===== config.mk =====
export PLATFORM = sky130hd
export DESIGN_NAME = cbs_branch_unit
export DESIGN_NICKNAME = d
export VERILOG_FILES = /design/src/logic/cbs_branch_unit.v
export VERILOG_INCLUDE_DIRS = /design/src /design/src/pkg
export SDC_FILE = /design/constraint.sdc
export NUM_CORES = 1
export LEC_CHECK = 0
export ABC_AREA = 1
export ABC_CLOCK_PERIOD_IN_PS = 2100
export CORE_AREA = 2 2 73 75
export DETAILED_ROUTE_END_ITERATION = 10
export DIE_AREA = 0 0 75 77
export DONT_BUFFER_PORTS = 1
export PLACE_DENSITY_LB_ADDON = 0.3
export SYNTH_ARGS = -nofsm -noshare
export SYNTH_HDL_FRONTEND = slang
export SYNTH_SLANG_ARGS = --single-unit

===== constraint.sdc =====
create_clock -name clk_sys -period 2.1 [get_ports clk_sys]
set_input_delay 0.21 -clock clk_sys [delete_from_list [all_inputs] [get_ports clk_sys]]
set_output_delay 0.21 -clock clk_sys [all_outputs]
set_load 0.05 [all_outputs]

===== src/pkg/cbs_defs.vh =====
`ifndef CBS_DEFS_VH
`define CBS_DEFS_VH
// ==========================================================
// operation codes on op_code
`define CBS_OP_NONE 5'h00
`define CBS_OP_SKIP_REG_CLR 5'h01
`define CBS_OP_SKIP_REG_SET 5'h02
`define CBS_OP_SKIP_IO_CLR 5'h03
`define CBS_OP_SKIP_IO_SET 5'h04
`define CBS_OP_BR_FLAG_SET 5'h05
`define CBS_OP_BR_FLAG_CLR 5'h06
`define CBS_OP_BR_EQ 5'h07
`define CBS_OP_BR_NE 5'h08
`define CBS_OP_BR_CS 5'h09
`define CBS_OP_BR_CC 5'h0a
`define CBS_OP_BR_SH 5'h0b
`define CBS_OP_BR_LO 5'h0c
`define CBS_OP_BR_MI 5'h0d
`define CBS_OP_BR_PL 5'h0e
`define CBS_OP_BR_GE 5'h0f
`define CBS_OP_BR_LT 5'h10
// ==========================================================
// op lengths in cycles
`define CBS_CYC_ONE 2'h1
`define CBS_CYC_TWO 2'h2
`define CBS_CYC_THREE 2'h3
// ==========================================================
// status register flag positions
`define CBS_FLAG_C 3'h0
`define CBS_FLAG_Z 3'h1
`define CBS_FLAG_N 3'h2
`define CBS_FLAG_V 3'h3
// ==========================================================
// word steps and reset value
`define CBS_STEP_ONE 16'h0001
`define CBS_STEP_TWO 16'h0002
`define CBS_STEP_THREE 16'h0003
`define CBS_PC_RESET 16'h0000
`endif


===== src/logic/cbs_branch_unit.v =====
`timescale 1ns/1ps
`default_nettype none
`include "cbs_defs.vh"

module cbs_branch_unit #(
    parameter PC_W = 16
) (
    input wire clk_sys,
    input wire rst_n,
    input wire op_valid,
    input wire [4:0] op_code,
    input wire [2:0] bit_sel,
    input wire [7:0] reg_value,
    input wire [7:0] io_value,
    input wire [7:0] core_status_register,
    input wire signed [6:0] offset_k,
    input wire next_is_long,
    input wire [PC_W-1:0] pc_in,
    output reg [PC_W-1:0] pc_next,
    output reg pc_load,
    output reg busy,
    output reg cond_taken
);

// ==========================================================
// operand bits
// all operands come from core logic on clk_sys, so no synchroniser is needed
wire [7:0] flags = core_status_register;
wire reg_bit = reg_value[bit_sel];
wire io_bit = io_value[bit_sel];
wire flag_sel = flags[bit_sel];
wire flag_c = flags[`CBS_FLAG_C];
wire flag_z = flags[`CBS_FLAG_Z];
wire flag_n = flags[`CBS_FLAG_N];
wire flag_v = flags[`CBS_FLAG_V];
// signed compare outcome; the flags are only ever read in this unit
wire sign_flag = flag_n ^ flag_v;

// ==========================================================
// opcode decode
// one strobe per operation keeps each condition next to its own rule
// skip operations
wire op_skip_reg_clr = (op_code == `CBS_OP_SKIP_REG_CLR);
wire op_skip_reg_set = (op_code == `CBS_OP_SKIP_REG_SET);
wire op_skip_io_clr = (op_code == `CBS_OP_SKIP_IO_CLR);
wire op_skip_io_set = (op_code == `CBS_OP_SKIP_IO_SET);

// selected-flag and zero-flag branches
wire op_br_flag_set = (op_code == `CBS_OP_BR_FLAG_SET);
wire op_br_flag_clr = (op_code == `CBS_OP_BR_FLAG_CLR);
wire op_br_eq = (op_code == `CBS_OP_BR_EQ);
wire op_br_ne = (op_code == `CBS_OP_BR_NE);

// carry-flag branches
wire op_br_cs = (op_code == `CBS_OP_BR_CS);
wire op_br_cc = (op_code == `CBS_OP_BR_CC);
wire op_br_sh = (op_code == `CBS_OP_BR_SH);
wire op_br_lo = (op_code == `CBS_OP_BR_LO);

// negative-flag and signed branches
wire op_br_mi = (op_code == `CBS_OP_BR_MI);
wire op_br_pl = (op_code == `CBS_OP_BR_PL);
wire op_br_ge = (op_code == `CBS_OP_BR_GE);
wire op_br_lt = (op_code == `CBS_OP_BR_LT);

// operation class; an unknown code belongs to neither and is ignored
wire is_skip = op_skip_reg_clr | op_skip_reg_set | op_skip_io_clr | op_skip_io_set;
wire is_branch_a = op_br_flag_set | op_br_flag_clr | op_br_eq | op_br_ne;
wire is_branch_b = op_br_cs | op_br_cc | op_br_sh | op_br_lo;
wire is_branch = is_branch_a | is_branch_b | op_br_mi | op_br_pl | op_br_ge | op_br_lt;
wire op_known = is_skip | is_branch;

// ==========================================================
// condition evaluation
// each term is gated by its own strobe, so at most one can be high
// skips
wire c_skip_reg_clr = op_skip_reg_clr & ~reg_bit;
wire c_skip_reg_set = op_skip_reg_set & reg_bit;
wire c_skip_io_clr = op_skip_io_clr & ~io_bit;
wire c_skip_io_set = op_skip_io_set & io_bit;

// selected flag and zero flag
wire c_br_flag_set = op_br_flag_set & flag_sel;
wire c_br_flag_clr = op_br_flag_clr & ~flag_sel;
wire c_br_eq = op_br_eq & flag_z;
wire c_br_ne = op_br_ne & ~flag_z;

// carry flag
wire c_br_cs = op_br_cs & flag_c;
wire c_br_cc = op_br_cc & ~flag_c;
wire c_br_sh = op_br_sh & ~flag_c;
wire c_br_lo = op_br_lo & flag_c;

// negative flag and signed compare
wire c_br_mi = op_br_mi & flag_n;
wire c_br_pl = op_br_pl & ~flag_n;
wire c_br_ge = op_br_ge & ~sign_flag;
wire c_br_lt = op_br_lt & sign_flag;

// the op's condition is the or of all terms
wire cond_skip = c_skip_reg_clr | c_skip_reg_set | c_skip_io_clr | c_skip_io_set;
wire cond_zero = c_br_flag_set | c_br_flag_clr | c_br_eq | c_br_ne;
wire cond_carry = c_br_cs | c_br_cc | c_br_sh | c_br_lo;
wire cond_sign = c_br_mi | c_br_pl | c_br_ge | c_br_lt;
wire cond = cond_skip | cond_zero | cond_carry | cond_sign;

// ==========================================================
// target computation
// the offset is sign extended to the pc width, so targets wrap at the top
wire [PC_W-1:0] k_ext = {{(PC_W-7){offset_k[6]}}, offset_k};
wire [PC_W-1:0] step_one = `CBS_STEP_ONE;
wire [PC_W-1:0] step_two = `CBS_STEP_TWO;
wire [PC_W-1:0] step_three = `CBS_STEP_THREE;
wire [PC_W-1:0] step_skip = next_is_long ? step_three : step_two;
// the three candidate targets, all relative to the op's own address
wire [PC_W-1:0] pc_seq = pc_in + step_one;
wire [PC_W-1:0] pc_skip = pc_in + step_skip;
wire [PC_W-1:0] pc_rel = pc_in + k_ext + step_one;

// pick the new pc and the length of the op
// an untaken op always lands on the next word, whatever its class
reg [PC_W-1:0] target;
reg [1:0] cycles;
always @* begin
    target = pc_seq;
    cycles = `CBS_CYC_ONE;
    if (cond && is_skip) begin
        target = pc_skip;
        cycles = next_is_long ? `CBS_CYC_THREE : `CBS_CYC_TWO;
    end else if (cond && is_branch) begin
        target = pc_rel;
        cycles = `CBS_CYC_TWO;
    end
end

// ==========================================================
// cycle sequencing
// idle: ready for a new op
// hold: first extra cycle of a long skip
// last: the cycle before pc_load shows
localparam [2:0] ST_IDLE = 3'h1;
localparam [2:0] ST_HOLD = 3'h2;
localparam [2:0] ST_LAST = 3'h4;
reg [2:0] state_q;
reg [2:0] state_d;

// ops are taken only in idle; an offer while busy is dropped, not queued
wire accept = op_valid && op_known && (state_q == ST_IDLE);

// length of an accepted op, one strobe each
wire acc_one = accept && (cycles == `CBS_CYC_ONE);
wire acc_two = accept && (cycles == `CBS_CYC_TWO);
wire acc_three = accept && (cycles == `CBS_CYC_THREE);

// next state
always @* begin
    state_d = state_q;
    case (state_q)
        ST_IDLE: begin
            if (acc_three) begin
                state_d = ST_HOLD;
            end else if (acc_two) begin
                state_d = ST_LAST;
            end
        end
        ST_HOLD: begin
            state_d = ST_LAST;
        end
        ST_LAST: begin
            state_d = ST_IDLE;
        end
        default: begin
            state_d = ST_IDLE;
        end
    endcase
end

// outputs of the next cycle
// pc_load marks the last cycle of every op, busy all the cycles before it
wire load_d = acc_one || (state_q == ST_LAST);
wire busy_d = (state_d == ST_HOLD) || (state_d == ST_LAST);

// state and handshake; this unit has no flag outputs, so flags stay untouched
always @(posedge clk_sys or negedge rst_n) begin
    if (!rst_n) begin
        state_q <= ST_IDLE;
        pc_load <= 1'b0;
        busy <= 1'b0;
    end else begin
        state_q <= state_d;
        pc_load <= load_d;
        busy <= busy_d;
    end
end

// captured result; held until the next accepted op so the core may read it late
always @(posedge clk_sys or negedge rst_n) begin
    if (!rst_n) begin
        pc_next <= `CBS_PC_RESET;
        cond_taken <= 1'b0;
    end else if (accept) begin
        pc_next <= target;
        cond_taken <= cond;
    end
end

endmodule
`default_nettype wire


=== Word-level counts from Yosys, hierarchy flattened ===
Cells that the tools add are included.

* Add/sub/neg operators: 4
* Magnitude comparators: 1
* Equality and inequality tests: 24
* Multiplexer cells: 15
* Bitwise gates (word level): 54
* Reduce and logical (&&, ||, !) cells: 9

{| class="wikitable"
|+ Operators with widths
! kind !! count
|-
| $eq 5x4->1 const B || 8
|-
| $add 16x1->16 const B || 2
|-
| $mux 16 || 2
|-
| $or 1x1->1 || 30
|-
| $eq 5x3->1 const B || 4
|-
| $add 16x16->16 || 1
|-
| $add 16x2->16 || 1
|-
| $and 1x1->1 || 16
|-
| $eq 5x2->1 const B || 2
|-
| $bmux 1 s3 || 3
|-
| $logic_and 1x1->1 || 7
|-
| $not 1->1 || 7
|-
| $eq 3x2->1 const B || 2
|-
| $eq 3x3->1 const B || 2
|-
| $mux 3 || 2
|-
| $pmux 3 s2 || 1
|-
| $eq 5x1->1 const B || 1
|-
| $eq 5x5->1 const B || 1
|-
| $mux 1 || 5
|-
| $eq 2x2->1 const B || 2
|-
| $lt 3x4->1 const B || 1
|-
| $mux 2 || 2
|-
| $eq 3x1->1 const B || 1
|-
| $eq 2x1->1 const B || 1
|-
| other kinds (2) || 3
|}

* Flip-flop bits (word level): 22
* Input port bits: 59
* Output and inout port bits: 19
* Logic and storage cells: 112

=== Logic depth before layout (Yosys ltp) ===
* Depth in word-level cells: 20
* Depth in mapped cells: 17
* Gate-level depth less buffers: 16

=== Worst setup path before layout ===
OpenSTA, ideal clock, no wires.

* Kind: input to register
* Start: in pc_in[0]
* End: reg pc_next[14]
* Setup time: 0.118 ns
* Arrival: 1.672 ns
* Data required time: 1.982 ns
* Slack: 0.310 ns
* Cell stages on the path: 13
* Buffers on the path: 0
* Cells stage by stage: inv_1 -> ha_1 -> inv_1 -> fa_1 -> nand3_1 -> nand3_1 -> a21oi_1 -> nand3b_1 -> nand3_1 -> nand4_1 -> nand3_1 -> nand2_1 -> nand2_1

* Cells in the longest elaborated chain, start to end: 4
* Elaborated cells on any way between the ends: 6
* Those cells by class: 4 x add/sub; 2 x mux

{| class="wikitable"
|+ Ends and longest elaborated chain
! item !! line !! RTL
|-
| start, declared || cbs_branch_unit.v:18 || <nowiki>input wire [PC_W-1:0] pc_in,</nowiki>
|-
| $add 16x16->16 || cbs_branch_unit.v:118 || <nowiki>wire [PC_W-1:0] pc_rel = pc_in + k_ext + step_one;</nowiki>
|-
| $add 16x1->16 || cbs_branch_unit.v:118 ||
|-
| $mux 16 || cbs_branch_unit.v:130 || <nowiki>end else if (cond && is_branch) begin</nowiki>
|-
| $mux 16 (*) || cbs_branch_unit.v:127 || <nowiki>if (cond && is_skip) begin</nowiki>
|-
| end signal, assigned || cbs_branch_unit.v:199 || <nowiki>pc_next <= `CBS_PC_RESET;</nowiki>
|-
| end signal, assigned || cbs_branch_unit.v:202 || <nowiki>pc_next <= target;</nowiki>
|-
| end, declared || cbs_branch_unit.v:19 || <nowiki>output reg [PC_W-1:0] pc_next,</nowiki>
|}

Every way passes the cells marked *; elsewhere a longest branch is shown, timed or not.
A chain may end at the register's enable or synchronous reset.

=== Worst setup path in the final report ===
* Start: reg state_q[0]
* End: reg pc_next[9]

* Cells in the longest elaborated chain, start to end: 2

{| class="wikitable"
|+ Ends and longest elaborated chain
! item !! line !! RTL
|-
| start, declared || cbs_branch_unit.v:144 || <nowiki>reg [2:0] state_q;</nowiki>
|-
| start signal, assigned || cbs_branch_unit.v:190 || <nowiki>state_q <= state_d;</nowiki>
|-
| $eq 3x1->1 || cbs_branch_unit.v:148 || <nowiki>wire accept = op_valid && op_known && (state_q == ST_IDLE);</nowiki>
|-
| $logic_and 1x1->1 || cbs_branch_unit.v:148 ||
|}

Every way passes these cells.

==> impl_metrics.csv <==
group,metric,value,unit
cells_and_area,final_nets,606,
logic_synthesis,syn_avg_cell_area,5.96,sq um
logic_synthesis,synth-main-ff-cell,"dfrtp_1",
sta,max_freq,538,MHz
logic_synthesis,ys_async_sr_fraction,100,%
drt,wirelength,7730,um
placed_design,gp_congestion,0.961,
placed_design,placed_area,0.00319,sq mm
placed_design,portBuffers,0,
clocking,cts_tree,"yes",
clocking,post_cts_buffers,0,
clocking,clkTransAtPathRegs,0.08,ns
floorplan,start_util,62.9,%
sta,tns,0,ns
power_and_ir_drop,leakagePower,1.83,nW
logic_synthesis,syn_area,0.00313,sq mm
cells_and_area,fin_util,65.4,%
floorplan,die_area,0.00578,sq mm
cells_and_area,nFillCells,495,
sta,grt_setup_unrepaired,"false",
logic_synthesis,ys_types,36,
sta,fin_crit_sh,88.5,%
placed_design,place_inst,592,
worst_setup_path,reg2reg_from,"state_q[0]",
clocking,clockBufferDepth,2,
power_and_ir_drop,ir_worst_vdd,0.449,mV
status,outcome,"complete, no violations",
drt,dr.pass1.iters,5,
logic_synthesis,synth_nets,604,
floorplan,die_w,75,um
drt,drt_iter0_markers,189,
cells_and_area,area_growth,3.95,%
sta,setup_viol,0,
sta,finalHoldViolations,0,
drt,drc,0,
logic_synthesis,synth_edf_count,0,
global_route,grt_max_degree,23,
hold_path,hp-start,"next_is_long",
power_and_ir_drop,p_per_area,592,mW/mm^2
hold_path,hp-class,"in -> reg",
logic_synthesis,ys_warn_count,0,
clocking,insertion_delay,0.26,ns
worst_setup_path,cp-start-kind,"register",
global_route,antenna_found_initial,0,
floorplan,rows,26,
cells_and_area,stdcell_count,597,
cells_and_area,finalInstanceArea,0.00326,sq mm
worst_setup_path,cp_top_family,"flip-flops",
clocking,clkSinkCount,22,
sta,worstMarginPinSlew,0.955,ns
clocking,cts_buffers,3,
drt,viasPerCell,5.54,
worst_setup_path,cp.required,2.25,ns
logic_synthesis,synth_commonest_cells,"147 x nand2_1, 73 x inv_1, 70 x nand3_1",
worst_setup_path,cp_max_fo,22,
worst_setup_path,arrival,2.01,ns
logic_synthesis,ys_top_cells_by_area,"nand2_1 18%, dfrtp_1 17%, nand3_1 11%",
worst_setup_path,cp_common_cell,"a21oi_1",
power_and_ir_drop,power,1.93,mW
logic_synthesis,syn_inst,526,
drt,vias,3305,
worst_setup_path,crit_type,"reg -> reg",
sta,fin_crit,1.86,ns
worst_setup_path,cp_num_buf_inv,2,
global_route,overflow,0,
drt,ant_nets,0,
sta,drv_slew,0,
logic_synthesis,synth_most_common_cell,"nand2_1",
cells_and_area,num_antenna_cells,0,
floorplan,ios,78,
worst_setup_path,slowest_delay,0.54,ns
global_route,grt_pass1_wl,12900,um
logic_synthesis,synth-seq-cells,22,
drt,avgRoutedWirePerCell,13.0,um
placed_design,hpwl,6450,um
flow_run,cap_violations,0,
worst_setup_path,crit_path_top_delay_cell,"dfstp_2",
cells_and_area,final_layout_size_suffix_gt1_share,5.69,%
logic_synthesis,synth_top_area_share,17.6,%
clocking,htree_levels,1,
worst_setup_path,end_kind,"register",
floorplan,core_area,0.00498,sq mm
sta,slew_headroom,36.1,%
global_route,first_global_vias,2967,
clocking,cts-root-buf,"clkbuf_8",
floorplan,die_h,77,um
worst_setup_path,path_cells,"inv_1 -> nor4b_1 -> o21ai_4 -> buf_4 -> a21oi_1 -> a21oi_1",
global_route,track_usage,27.4,%
logic_synthesis,synth_seq_area_share,17.6,%
logic_synthesis,synth_area_leader_cell,"nand2_1",
worst_setup_path,critPathLaunch,"state_q[0]",
sta,skew,0.00396,ns
==> registers in the layout, indices dropped and copies added, names as in the netlist <==
register	flops
busy	1
pc_next	16
state_q	3
cond_taken	1
pc_load	1
==> layer usage <==
metal  up-vias  track usage [%]  wire, um
li1       1692                -         -
met1      1474             38.7      3530
met2       131             44.0      3490
met3         8             3.55       647
met4         0             5.00        63
met5         -                0         0
==> cell type report <==
type                            count  area (sq um)  area share [%]
Multi-Input combinational cell    415          2210            67.8
Tap cell                           70          87.6            2.69
Inverter                           78           293            8.99
Timing Repair Buffer                8          62.6            1.92
Sequential cell                    22           552            16.9
Clock buffer                        4          55.1            1.69
==> timing repair <==
item | 4_1_cts | 5_1_grt
hold endpoints to repair | 22 | 0
hold buffers | 1 | 0
gates resized for setup | 0 | 0
==> logic make-up after synthesis <==
| kind of cell | Yosys count | synth area share [%] |
|---|---|---|
| and+or+nand+nor | 308 | 43.5 |
| AOI/OAI and AO/OA | 55 | 9.86 |
| DFF | 22 | 17.6 |
| xor gates and xnor gates | 33 | 9.23 |
| adders and majority gates | 19 | 7.83 |
| buffers and inverters | 89 | 11.9 |
==> cell usage in the layout (no fill, tap or decap), types with 5 or more instances in the layout <==
master,netlist,layout
nor2_1,56,56
a21oi_1,37,37
nand4_1,8,8
ha_1,18,18
inv_1,73,73
nand3b_1,5,5
buf_4,1,7
dfrtp_1,21,21
inv_2,5,5
nor3_1,9,9
o21ai_0,9,9
xnor2_1,6,6
nand2_1,147,147
nand3_1,70,70
xor2_1,27,27
==> stage by stage <==
| stage | setup slack (ns) | hold WS (ns) |
|---|---|---|
| after floorplan | 0.310 | -0.0856 |
| after global placement | 0.217 | -0.0852 |
| after detailed placement | 0.166 | -0.0851 |
| after CTS | 0.225 | 0.0895 |
| after global routing | 0.105 | 0.0879 |
| final | 0.242 | 0.0889 |
==> worst paths after layout <==
kind	end	slack, ns	depth (start not counted)
max	pc_next[9]	0.24	6
min	state_q[1]	0.09	2
max reg2reg	pc_next[9]	0.24	6
min reg2reg	pc_load	0.51	1
max in group asynchronous	pc_next[3]	0.98	1
min in group asynchronous	pc_next[4]	0.54	1
==> where the power goes <==
part / switching, mW / internal [mW] / leakage [nW]
clock: 0.133 / 0.167 / 0.0288
combinational: 0.395 / 0.244 / 1.54
sequential: 0.463 / 0.525 / 0.266
Power figures use the tool's default switching activity.
